--- src/shared/lv_idle_pkg.sv ---
// Purpose: constants for the low-voltage sub-idle gating block
// Assumes: AXI4-Lite, 32-bit data, byte addresses
// Notes: all control fields sit in byte lane 0
package lv_idle_pkg;
    // register byte offsets
    localparam logic [7:0] CTRL_OFS = 8'h00;
    localparam logic [7:0] CLKSEL_OFS = 8'h04;
    localparam logic [7:0] STATUS_OFS = 8'h08;
    // control register fields
    localparam int PMS_LSB = 0;
    localparam int STOP_BIT = 2;
    localparam int PLL_RUN_BIT = 3;
    localparam int MAIN_RUN_BIT = 4;
    localparam int LV_MODE_BIT = 5;
    // clock select register fields
    localparam int TMM_SEL_LSB = 0;
    localparam int WDT_SEL_LSB = 2;
    localparam int WATCH_SUB_BIT = 4;
    localparam int ADC_RUN_BIT = 5;
    localparam int DAC_RUN_BIT = 6;
    // status register fields
    localparam int IDLE_BIT = 0;
    localparam int REFUSED_BIT = 1;
    localparam int WOKE_BIT = 2;
    // power mode select codes that request sub-idle
    localparam logic [1:0] PMS_SUB_IDLE_A = 2'h0;
    localparam logic [1:0] PMS_SUB_IDLE_B = 2'h2;
    // count clock select codes
    localparam logic [1:0] SEL_MAIN = 2'h0;
    localparam logic [1:0] SEL_OSC_DIV8 = 2'h1;
    localparam logic [1:0] SEL_SUBCLK = 2'h2;
    // reset values
    localparam logic [1:0] PMS_RESET = 2'h0;
    localparam logic PLL_RUN_RESET = 1'b0;
    localparam logic MAIN_RUN_RESET = 1'b1;
    localparam logic LV_MODE_RESET = 1'b0;
    localparam logic [1:0] SEL_RESET = 2'h0;
    // bus responses
    localparam logic [1:0] RESP_OKAY = 2'h0;
    localparam logic [1:0] RESP_SLVERR = 2'h2;
    typedef enum logic [1:0] {
        ST_ACTIVE = 2'b01,
        ST_IDLE = 2'b10
    } state_type;
endpackage
--- src/rtl/low_voltage_idle_gating.sv ---
// Purpose: gates on-chip units while the chip sits in low-voltage sub-idle standby
// Assumes: one clock, synchronous active-low reset, AXI4-Lite register access
// Notes: gate outputs are decoded from flip-flops only
// Functional notes
// - Low-voltage sub-idle entered only with main clock stopped; no main-clock logic runs.
// - Interrupt controller halts in standby but still accepts wake-up requests.
// - Interval timer M and watchdog 2 run only on oscillator/8 or subclock.
// - Watch timer and real-time clock run only when subclock is selected.
// - Analog-to-digital stops; digital-to-analog must already be stopped by software (entry does not check it; dac_en is gated off in standby).
// - Real-time output stops updating and holds its last pin values.
// - Key-interrupt detection stays fully operable during standby.
// - Port pins and processor registers are held unchanged throughout standby.
// - Interrupt release resumes in low-voltage subclock operation mode.
// - On release the PLL stays stopped, never restarted automatically.
//
// Chosen here: the address map and register access over AXI4-Lite.
`timescale 1ns/1ps
`default_nettype none
module low_voltage_idle_gating (
    // clock and reset
    input wire logic aclk,
    input wire logic aresetn,
    // axi4-lite write address
    input wire logic [7:0] awaddr,
    input wire logic awvalid,
    output logic awready,
    // axi4-lite write data
    input wire logic [31:0] wdata,
    input wire logic [3:0] wstrb,
    input wire logic wvalid,
    output logic wready,
    // axi4-lite write response
    output logic [1:0] bresp,
    output logic bvalid,
    input wire logic bready,
    // axi4-lite read address
    input wire logic [7:0] araddr,
    input wire logic arvalid,
    output logic arready,
    // axi4-lite read data
    output logic [31:0] rdata,
    output logic [1:0] rresp,
    output logic rvalid,
    input wire logic rready,
    // wake-up request from interrupt sources
    input wire logic wake_req,
    // always-on units, then pll and main clock enables (stopped in standby)
    output logic low_voltage_detector_en,
    output logic subclk_osc_en,
    output logic int_osc_en,
    output logic pll_en,
    output logic main_clk_en,
    // units stopped in standby
    output logic cpu_clk_en,
    output logic dma_en,
    output logic timer_p_units_en,
    output logic timer_q_unit_en,
    output logic i2c_units_en,
    output logic crc_en,
    output logic clocked_serial_units_en,
    output logic async_serial_units_en,
    output logic adc_en,
    output logic dac_en,
    output logic realtime_output_update_en,
    // units with conditional clocks
    output logic interval_timer_m_en,
    output logic wdt2_en,
    output logic watch_rtc_en,
    // interrupt and hold controls
    output logic intc_run_en,
    output logic intc_wake_en,
    output logic key_interrupt_unit_en,
    output logic port_hold,
    output logic cpu_reg_hold,
    output logic lv_subclk_mode
);
    // ==========================================================
    // state and registers
    lv_idle_pkg::state_type state_reg;
    logic [1:0] pms_reg;
    logic pll_run_reg;
    logic main_run_reg;
    logic lv_mode_reg;
    logic [1:0] tmm_sel_reg;
    logic [1:0] wdt_sel_reg;
    logic watch_sub_reg;
    logic adc_run_reg;
    logic dac_run_reg;
    logic refused_reg;
    logic woke_reg;
    logic aw_got_reg;
    logic w_got_reg;
    logic [7:0] waddr_reg;
    logic [31:0] wdata_reg;
    logic [3:0] wstrb_reg;
    logic idle;
    logic do_write;
    logic ctrl_wr;
    logic clksel_wr;
    logic status_wr;
    logic stop_req;
    logic entry_ok;
    logic wake;
    assign idle = (state_reg == lv_idle_pkg::ST_IDLE);
    assign wake = idle && wake_req;
    // ==========================================================
    // axi4-lite write channel
    assign awready = !aw_got_reg && !bvalid;
    assign wready = !w_got_reg && !bvalid;
    assign do_write = aw_got_reg && w_got_reg && !bvalid;
    assign ctrl_wr = do_write && wstrb_reg[0] && (waddr_reg == lv_idle_pkg::CTRL_OFS);
    assign clksel_wr = do_write && wstrb_reg[0] && (waddr_reg == lv_idle_pkg::CLKSEL_OFS);
    assign status_wr = do_write && wstrb_reg[0] && (waddr_reg == lv_idle_pkg::STATUS_OFS);
    always_ff @(posedge aclk) begin
        if (!aresetn) begin
            aw_got_reg <= 1'b0;
            w_got_reg <= 1'b0;
            waddr_reg <= 8'h00;
            wdata_reg <= 32'h00000000;
            wstrb_reg <= 4'h0;
            bvalid <= 1'b0;
            bresp <= lv_idle_pkg::RESP_OKAY;
        end else begin
            if (awvalid && awready) begin
                aw_got_reg <= 1'b1;
                waddr_reg <= {awaddr[7:2], 2'b00};
            end
            if (wvalid && wready) begin
                w_got_reg <= 1'b1;
                wdata_reg <= wdata;
                wstrb_reg <= wstrb;
            end
            if (do_write) begin
                aw_got_reg <= 1'b0;
                w_got_reg <= 1'b0;
                bvalid <= 1'b1;
                if (waddr_reg == lv_idle_pkg::CTRL_OFS || waddr_reg == lv_idle_pkg::CLKSEL_OFS ||
                    waddr_reg == lv_idle_pkg::STATUS_OFS) begin
                    bresp <= lv_idle_pkg::RESP_OKAY;
                end else begin
                    bresp <= lv_idle_pkg::RESP_SLVERR;
                end
            end else if (bvalid && bready) begin
                bvalid <= 1'b0;
            end
        end
    end

    // ==========================================================
    // axi4-lite read channel
    assign arready = !rvalid;
    always_ff @(posedge aclk) begin
        if (!aresetn) begin
            rvalid <= 1'b0;
            rdata <= 32'h00000000;
            rresp <= lv_idle_pkg::RESP_OKAY;
        end else if (arvalid && arready) begin
            rvalid <= 1'b1;
            rresp <= lv_idle_pkg::RESP_OKAY;
            rdata <= 32'h00000000;
            unique case ({araddr[7:2], 2'b00})
                lv_idle_pkg::CTRL_OFS: begin
                    rdata[7:0] <= {2'b00, lv_mode_reg, main_run_reg, pll_run_reg, 1'b0, pms_reg};
                end
                lv_idle_pkg::CLKSEL_OFS: begin
                    rdata[7:0] <= {1'b0, dac_run_reg, adc_run_reg, watch_sub_reg, wdt_sel_reg, tmm_sel_reg};
                end
                lv_idle_pkg::STATUS_OFS: begin
                    rdata[7:0] <= {5'h00, woke_reg, refused_reg, idle};
                end
                default: begin
                    rresp <= lv_idle_pkg::RESP_SLVERR;
                end
            endcase
        end else if (rvalid && rready) begin
            rvalid <= 1'b0;
        end
    end

    // ==========================================================
    // control register
    // mode select then stop bit
    assign stop_req = ctrl_wr && wdata_reg[lv_idle_pkg::STOP_BIT];
    // entry needs main clock and pll off
    assign entry_ok = stop_req && !idle && !wake_req &&
        (wdata_reg[lv_idle_pkg::PMS_LSB +: 2] == lv_idle_pkg::PMS_SUB_IDLE_A ||
         wdata_reg[lv_idle_pkg::PMS_LSB +: 2] == lv_idle_pkg::PMS_SUB_IDLE_B) &&
        !wdata_reg[lv_idle_pkg::MAIN_RUN_BIT] && !wdata_reg[lv_idle_pkg::PLL_RUN_BIT] &&
        wdata_reg[lv_idle_pkg::LV_MODE_BIT];
    // the core is halted in standby, so control writes are not expected there and are dropped
    always_ff @(posedge aclk) begin
        if (!aresetn) begin
            pms_reg <= lv_idle_pkg::PMS_RESET;
            pll_run_reg <= lv_idle_pkg::PLL_RUN_RESET;
            main_run_reg <= lv_idle_pkg::MAIN_RUN_RESET;
            lv_mode_reg <= lv_idle_pkg::LV_MODE_RESET;
        end else if (ctrl_wr && !idle) begin
            pms_reg <= wdata_reg[lv_idle_pkg::PMS_LSB +: 2];
            pll_run_reg <= wdata_reg[lv_idle_pkg::PLL_RUN_BIT];
            main_run_reg <= wdata_reg[lv_idle_pkg::MAIN_RUN_BIT];
            lv_mode_reg <= wdata_reg[lv_idle_pkg::LV_MODE_BIT];
        end
    end
    always_ff @(posedge aclk) begin
        if (!aresetn) begin
            tmm_sel_reg <= lv_idle_pkg::SEL_RESET;
            wdt_sel_reg <= lv_idle_pkg::SEL_RESET;
            watch_sub_reg <= 1'b0;
            adc_run_reg <= 1'b0;
            dac_run_reg <= 1'b0;
        end else if (clksel_wr && !idle) begin
            tmm_sel_reg <= wdata_reg[lv_idle_pkg::TMM_SEL_LSB +: 2];
            wdt_sel_reg <= wdata_reg[lv_idle_pkg::WDT_SEL_LSB +: 2];
            watch_sub_reg <= wdata_reg[lv_idle_pkg::WATCH_SUB_BIT];
            adc_run_reg <= wdata_reg[lv_idle_pkg::ADC_RUN_BIT];
            dac_run_reg <= wdata_reg[lv_idle_pkg::DAC_RUN_BIT];
        end
    end
    // ==========================================================
    // standby state machine
    // wake returns to low-voltage subclock mode
    always_ff @(posedge aclk) begin
        if (!aresetn) begin
            state_reg <= lv_idle_pkg::ST_ACTIVE;
        end else begin
            unique case (state_reg)
                lv_idle_pkg::ST_ACTIVE: begin
                    if (entry_ok) begin
                        state_reg <= lv_idle_pkg::ST_IDLE;
                    end
                end
                lv_idle_pkg::ST_IDLE: begin
                    if (wake_req) begin
                        state_reg <= lv_idle_pkg::ST_ACTIVE;
                    end
                end
                default: begin
                    state_reg <= lv_idle_pkg::ST_ACTIVE;
                end
            endcase
        end
    end
    // sticky flags: a new event wins over a write-one clear
    always_ff @(posedge aclk) begin
        if (!aresetn) begin
            refused_reg <= 1'b0;
            woke_reg <= 1'b0;
        end else begin
            if (stop_req && !entry_ok && !idle) begin
                refused_reg <= 1'b1;
            end else if (status_wr && wdata_reg[lv_idle_pkg::REFUSED_BIT]) begin
                refused_reg <= 1'b0;
            end
            if (wake) begin
                woke_reg <= 1'b1;
            end else if (status_wr && wdata_reg[lv_idle_pkg::WOKE_BIT]) begin
                woke_reg <= 1'b0;
            end
        end
    end
    // ==========================================================
    // gate decode
    // detector and oscillators stay on
    assign low_voltage_detector_en = 1'b1;
    assign subclk_osc_en = 1'b1;
    assign int_osc_en = 1'b1;
    // pll follows software only, never auto restart
    assign pll_en = pll_run_reg && !idle;
    assign main_clk_en = main_run_reg && !idle;
    assign cpu_clk_en = !idle;
    assign dma_en = !idle;
    assign timer_p_units_en = !idle;
    assign timer_q_unit_en = !idle;
    assign i2c_units_en = !idle;
    assign crc_en = !idle;
    assign clocked_serial_units_en = !idle;
    assign async_serial_units_en = !idle;
    assign adc_en = adc_run_reg && !idle;
    assign dac_en = dac_run_reg && !idle;
    assign realtime_output_update_en = !idle;
    // timer m and watchdog on slow clocks
    assign interval_timer_m_en = !idle || tmm_sel_reg == lv_idle_pkg::SEL_OSC_DIV8 ||
        tmm_sel_reg == lv_idle_pkg::SEL_SUBCLK;
    assign wdt2_en = !idle || wdt_sel_reg == lv_idle_pkg::SEL_OSC_DIV8 ||
        wdt_sel_reg == lv_idle_pkg::SEL_SUBCLK;
    assign watch_rtc_en = !idle || watch_sub_reg;
    assign intc_run_en = !idle;
    assign intc_wake_en = 1'b1;
    assign key_interrupt_unit_en = 1'b1;
    assign port_hold = idle;
    assign cpu_reg_hold = idle;
    assign lv_subclk_mode = lv_mode_reg;
endmodule
`default_nettype wire

--- config.mk ---
export PLATFORM = sky130hd
export DESIGN_NAME = low_voltage_idle_gating
export DESIGN_NICKNAME = d
export VERILOG_FILES = /design/src/shared/lv_idle_pkg.sv /design/src/rtl/low_voltage_idle_gating.sv
export SDC_FILE = /design/constraint.sdc
export NUM_CORES = 1
export LEC_CHECK = 0
export BUFFER_PORTS_ARGS = -buffer_cell sky130_fd_sc_hd__buf_2
export CAP_MARGIN = 30
export CORE_ASPECT_RATIO = 0.7
export CORE_MARGIN = 5
export CORE_UTILIZATION = 30
export CTS_BUF_LIST = sky130_fd_sc_hd__clkbuf_8
export DETAILED_ROUTE_END_ITERATION = 7
export SYNTH_ARGS = -nofsm -noshare
export SYNTH_HDL_FRONTEND = slang
export SYNTH_SLANG_ARGS = --single-unit
--- constraint.sdc ---
create_clock -name aclk -period 4.98 [get_ports aclk]
set_input_delay 0.249 -clock aclk [delete_from_list [all_inputs] [get_ports aclk]]
set_output_delay 0.249 -clock aclk [all_outputs]
set_load 0.1 [all_outputs]
After elaboration in Yosys (flattened, before gate mapping)
Cells that the tools add are included.
W data, S select, Z words.
{ "word_totals": {"word_cells": 108, "mem_bits_ro": 0, "latchBits": 0, "memories": 0, "ram_bits": 0, "regBits": 46} }
{ "op_classes": {"order_cmp": 0, "add_sub_neg": 0, "shifts": 0, "n_reduce_logical": 58, "muxes": 14, "eq_ne": 13, "mul": 0, "bitwise": 1, "div_mod_pow": 0} }
{ "ops": {"columns": ["cell", "n"], "rows": [
  ["$logic_and A1 B1 Y1", 31],
  ["$pmux W7 S3", 1],
  ["$eq A6 B1 Y1 const B", 2],
  ["$eq A6 B2 Y1 const B", 2],
  ["$logic_not A1 Y1", 9],
  ["$eq A2 B2 Y1 const B", 4],
  ["$logic_not A8 Y1", 1],
  ["$logic_or A1 B1 Y1", 8],
  ["$mux W1", 8],
  ["$mux W2", 4],
  ["$reduce_bool A2 Y1", 4],
  ["$eq A2 B1 Y1 const B", 3],
  ["$logic_not A6 Y1", 1],
  ["$ne A2 B2 Y1 const B", 2],
  ["$pmux W2 S2", 1],
  ["$reduce_or A3 Y1", 1],
  ["$logic_not A2 Y1", 1],
  ["$reduce_and A2 Y1", 1],
  ["$reduce_or A2 Y1", 1],
  ["$not A1 Y1", 1]
]} }

Logic depth before layout (Yosys ltp)
{ "depth": {"word_depth": 15, "depth_mapped": 6, "ltp_nobuf": 5} }

Worst setup path after synthesis
Ideal clock, no wire load.
{ "synth_path": {"kind": "reg2reg", "from": "reg bvalid", "to": "reg waddr_reg[2]", "setup_slack_ns": 1.928, "path_stages_with_launch": 6, "arrival_ns": 2.924, "synth_period_minus_slack_ns": 3.052, "required_time_ns": 4.852, "setup_time_ns": 0.128, "path_buffers": 1, "path_cell_list": "dfxtp_1 nor2_1 and2_1 clkbuf_1 mux2i_1 nor2_1"} }
{ "synth_between": {"elab_chain_cells": 3} }
{ "synth_rtl": {"columns": ["item", "line", "rtl"], "rows": [
  ["from (decl)", "low_voltage_idle_gating.sv:34", "output logic bvalid,"],
  ["from (signal assigned)", "low_voltage_idle_gating.sv:121", "bvalid <= 1'b0;"],
  ["from (signal assigned)", "low_voltage_idle_gating.sv:136", "bvalid <= 1'b1;"],
  ["from (signal assigned)", "low_voltage_idle_gating.sv:144", "bvalid <= 1'b0;"],
  ["$logic_not A1 Y1", "low_voltage_idle_gating.sv:108", "assign awready = !aw_got_reg && !bvalid;"],
  ["$logic_and A1 B1 Y1", "low_voltage_idle_gating.sv:108", null],
  ["net awready", "low_voltage_idle_gating.sv:26", "output logic awready,"],
  ["$logic_and A1 B1 Y1", "low_voltage_idle_gating.sv:124", "if (awvalid && awready) begin"],
  ["to (signal assigned)", "low_voltage_idle_gating.sv:126", "waddr_reg <= {awaddr[7:2], 2'b00};"],
  ["to (decl)", "low_voltage_idle_gating.sv:93", "logic [7:0] waddr_reg;"]
]} }
The timed path passes the listed nets, and every way through them passes these cells.
A chain may end at the register's enable or synchronous reset.

Final worst setup path
{ "layout_path": {"from": "reg state_reg[0]", "to": "out interval_timer_m_en"} }
{ "layout_between": {"elab_chain_cells": 4} }
{ "layout_rtl": {"columns": ["item", "line", "rtl"], "rows": [
  ["from (decl)", "low_voltage_idle_gating.sv:79", "lv_idle_pkg::state_type state_reg;"],
  ["from (signal assigned)", "low_voltage_idle_gating.sv:224", "state_reg <= lv_idle_pkg::ST_ACTIVE;"],
  ["from (signal assigned)", "low_voltage_idle_gating.sv:229", "state_reg <= lv_idle_pkg::ST_IDLE;"],
  ["from (signal assigned)", "low_voltage_idle_gating.sv:234", "state_reg <= lv_idle_pkg::ST_ACTIVE;"],
  ["$eq A2 B2 Y1", "low_voltage_idle_gating.sv:104", "assign idle = (state_reg == lv_idle_pkg::ST_IDLE);"],
  ["$logic_not A1 Y1", "low_voltage_idle_gating.sv:282", "assign interval_timer_m_en = !idle || tmm_sel_reg == lv_idle_pkg::SEL_OSC_DIV8 ||"],
  ["$logic_or A1 B1 Y1 (2 in series)", "low_voltage_idle_gating.sv:282", null],
  ["to (decl)", "low_voltage_idle_gating.sv:66", "output logic interval_timer_m_en,"]
]} }
Every way passes these cells.

==> summary.md <==
| Metric | Value |
|---|---|
| Outcome | `completed` |
| DR DRC count | `0` |
| Drt pass-1 iters | `4` |
| # Post-CTS Setup Buffers | `0` |
| Post-synth cell types | `38` |
| Post-route ant nets | `0` |
| FP Rows | `25` |
| Clock Pin Slew Worst Setup and Hold Paths | `0.08 ns` |
| DPL Wire Length | `3830 µm` |
| Largest net degree at the start of global routing | `27` |
| H-tree depth | `2` |
| Maximum capacitance violations | `0` |
| WL/cell | `12.7 µm` |
| Power Total | `847 µW` |
| Seq/Total Area, Yosys | `40.0%` |
| Cells after Synth | `250` |
| Via density | `4.23` |
| Gpl congestion | `0.809` |
| CTS tree | `yes` |
| Fin nets | `357` |
| Max-slew violation count | `0` |
| Die area | `9000 µm²` |
| Setup TNS | `0 ns` |
| Layout cells sized above 1 | `25.2%` |
| CP Class | `register to output port` |
| Synth Register Bits | `43` |
| Final Hold Violating Endpoints | `0` |
| Synthesized cell area | `2150 µm²` |
| Synth Warn # | `0` |
| GRT Overall Usage | `11.1%` |
| RSZ-0062 raised after global routing | `false` |
| Power Dens Cells | `346 nW/µm²` |
| CTS sink cnt | `43` |
| WP data required | `4.73 ns` |
| Fin cells | `392` |
| Num CTS Buffers | `5` |
| DRT iter0 DRCs | `112` |
| VDD IR max | `0.000112 V` |
| Post-cts resize count | `0` |
| Core Box Area | `6880 µm²` |
| Leakage | `0.00114 µW` |
| First-pass GRT wire length | `8090 µm` |
| CP Capture Type | `output port` |
| Most frequent cells in the layout | `buf_2, nand2_1, dfxtp_1, conb_1, mux2i_1` |
| Height of the die | `80.9 µm` |
| Tightest Pin Transition | `0.741 ns` |
| Total Wirelength | `4980 µm` |
| Total gr overflow | `0` |
| Antenna cells | `0` |
| Worst Path Arrival | `1.89 ns` |
| Fmax | `0.467 GHz` |
| Final Setup Violations | `0` |
| Syn Area/Cell | `8.61 µm²` |
| Clock Skew | `0.00736 ns` |
| Peak fanout along the critical path | `17` |
| Post-layout min period | `2.14 ns` |
| Worst hold slack | `0.179 ns` |
| Layout area overhead | `13.8%` |
| Clk_lat worst skew | `0.30 ns` |
| Top cell type's share of synthesized area | `40.0%` |
| Dpl cells | `384` |
| Synth area leaders | `dfxtp_1, buf_4, mux2i_1, nand2_1, nor2_1` |
| Initial Util | `31.3%` |
| Final design utilization | `35.6%` |
| Chip width | `111 µm` |
| Largest area contributor in the netlist | `dfxtp_1` |
| Initial antenna violation count | `0` |
| Port Buffer Count | `61` |
| Clk buf depth | `2` |
| Vias | `1657` |
| Vias in the first global route | `1657` |
| Number of I/O pins | `126` |
| Relative slew margins | `50.3%` |
| CTS Hold Buffers Added | `0` |
| Min-Delay Path Class | `input port to register` |
| Period utilisation layout | `43.0%` |
| Commonest non-fill, non-tap cell in the layout | `buf_2` |
| Crit path launch type | `register` |
| CTS Root Cell | `clkbuf_8` |
## final cells by class
type	count	area [µm²]
Fill cell	755	4430
Multi-Input combinational cell	181	1040
Sequential cell	43	861
Timing Repair Buffer	61	305
Tap cell	94	118
Clock buffer	5	68.8
Clock inverter	3	43.8
Inverter	5	18.8
## cell usage after synthesis, drive strengths merged
cell type and number:
o41ai 1, nand3b 2, xnor2 2, nand3 1, mux2i 23, clkbuf 8, nor4 3, a22oi 1
or3 1, a21oi 14, and4b 1, inv 4, nor3 1, buf 43, nor2b 2, conb 2
clkinv 1, a32o 1, o32a 1, or4 1, nand4 1, a31oi 1, o2bb2ai 3, nand2b 7
o32ai 2, and3b 1, nand2 44, dfxtp 43, nand4b 2, o211a 1, and2 7, o21ai 4
nor2 20, a2bb2oi 1
## worst max-delay path, stage by stage, from the launching register on
cell and delay, ns:
dfxtp_1 0.33, nand2b_1 0.41, inv_1 0.28, nand2_1 0.13
buf_2 0.43
## through the flow
stage	area (µm²)	worst slack, ns
global route	2450	2.57
CTS	2450	2.72
finish	2450	2.84
global placement	2340	2.69
detailed placement	2340	2.68
floorplan	2270	1.93
## where the power goes
group,internal (µW),switching [µW]
registers,356,11.0
logic,29.4,179
clock network,149,122
## kinds of logic (layout without fill, tap and decap cells)
group	Yosys count	count (layout)	share of synthesized area, %
AND/OR/NAND/NOR	94	94	21.6
buffers and inverters	56	74	17.1
flip-flops	43	43	40.0
AO/OA/AOI/OAI	30	30	9.47
multiplexers	23	23	10.7
other	2	32	0.349
XOR/XNOR	2	2	0.814
## per-layer routing
| metal | GRT usage, % | share of wire [%] | vias up |
|---|---|---|---|
| li1 | - | - | 857 |
| met1 | 15.1 | 50 | 736 |
| met2 | 16.5 | 41 | 57 |
| met3 | 4.10 | 7.8 | 7 |
| met4 | 2.92 | 0.96 | 0 |
| met5 | 0 | 0 | - |
## final timing paths
| check | slack, ns | start | cells past startpoint | end |
|---|---|---|---|---|
| worst max-delay path | 2.84 | state_reg[0]$_SDFFE_PN1P_ | 4 | interval_timer_m_en |
| worst min-delay path | 0.18 | awaddr[7] | 3 | waddr_reg[7]$_SDFFE_PN0P_ |
| worst max register to register | 3.08 | state_reg[0]$_SDFFE_PN1P_ | 5 | tmm_sel_reg[0]$_SDFFE_PN0P_ |
| worst min register to register | 0.46 | pms_reg[0]$_SDFFE_PN0P_ | 2 | pms_reg[0]$_SDFFE_PN0P_ |
Power figures use the tool's default switching activity.
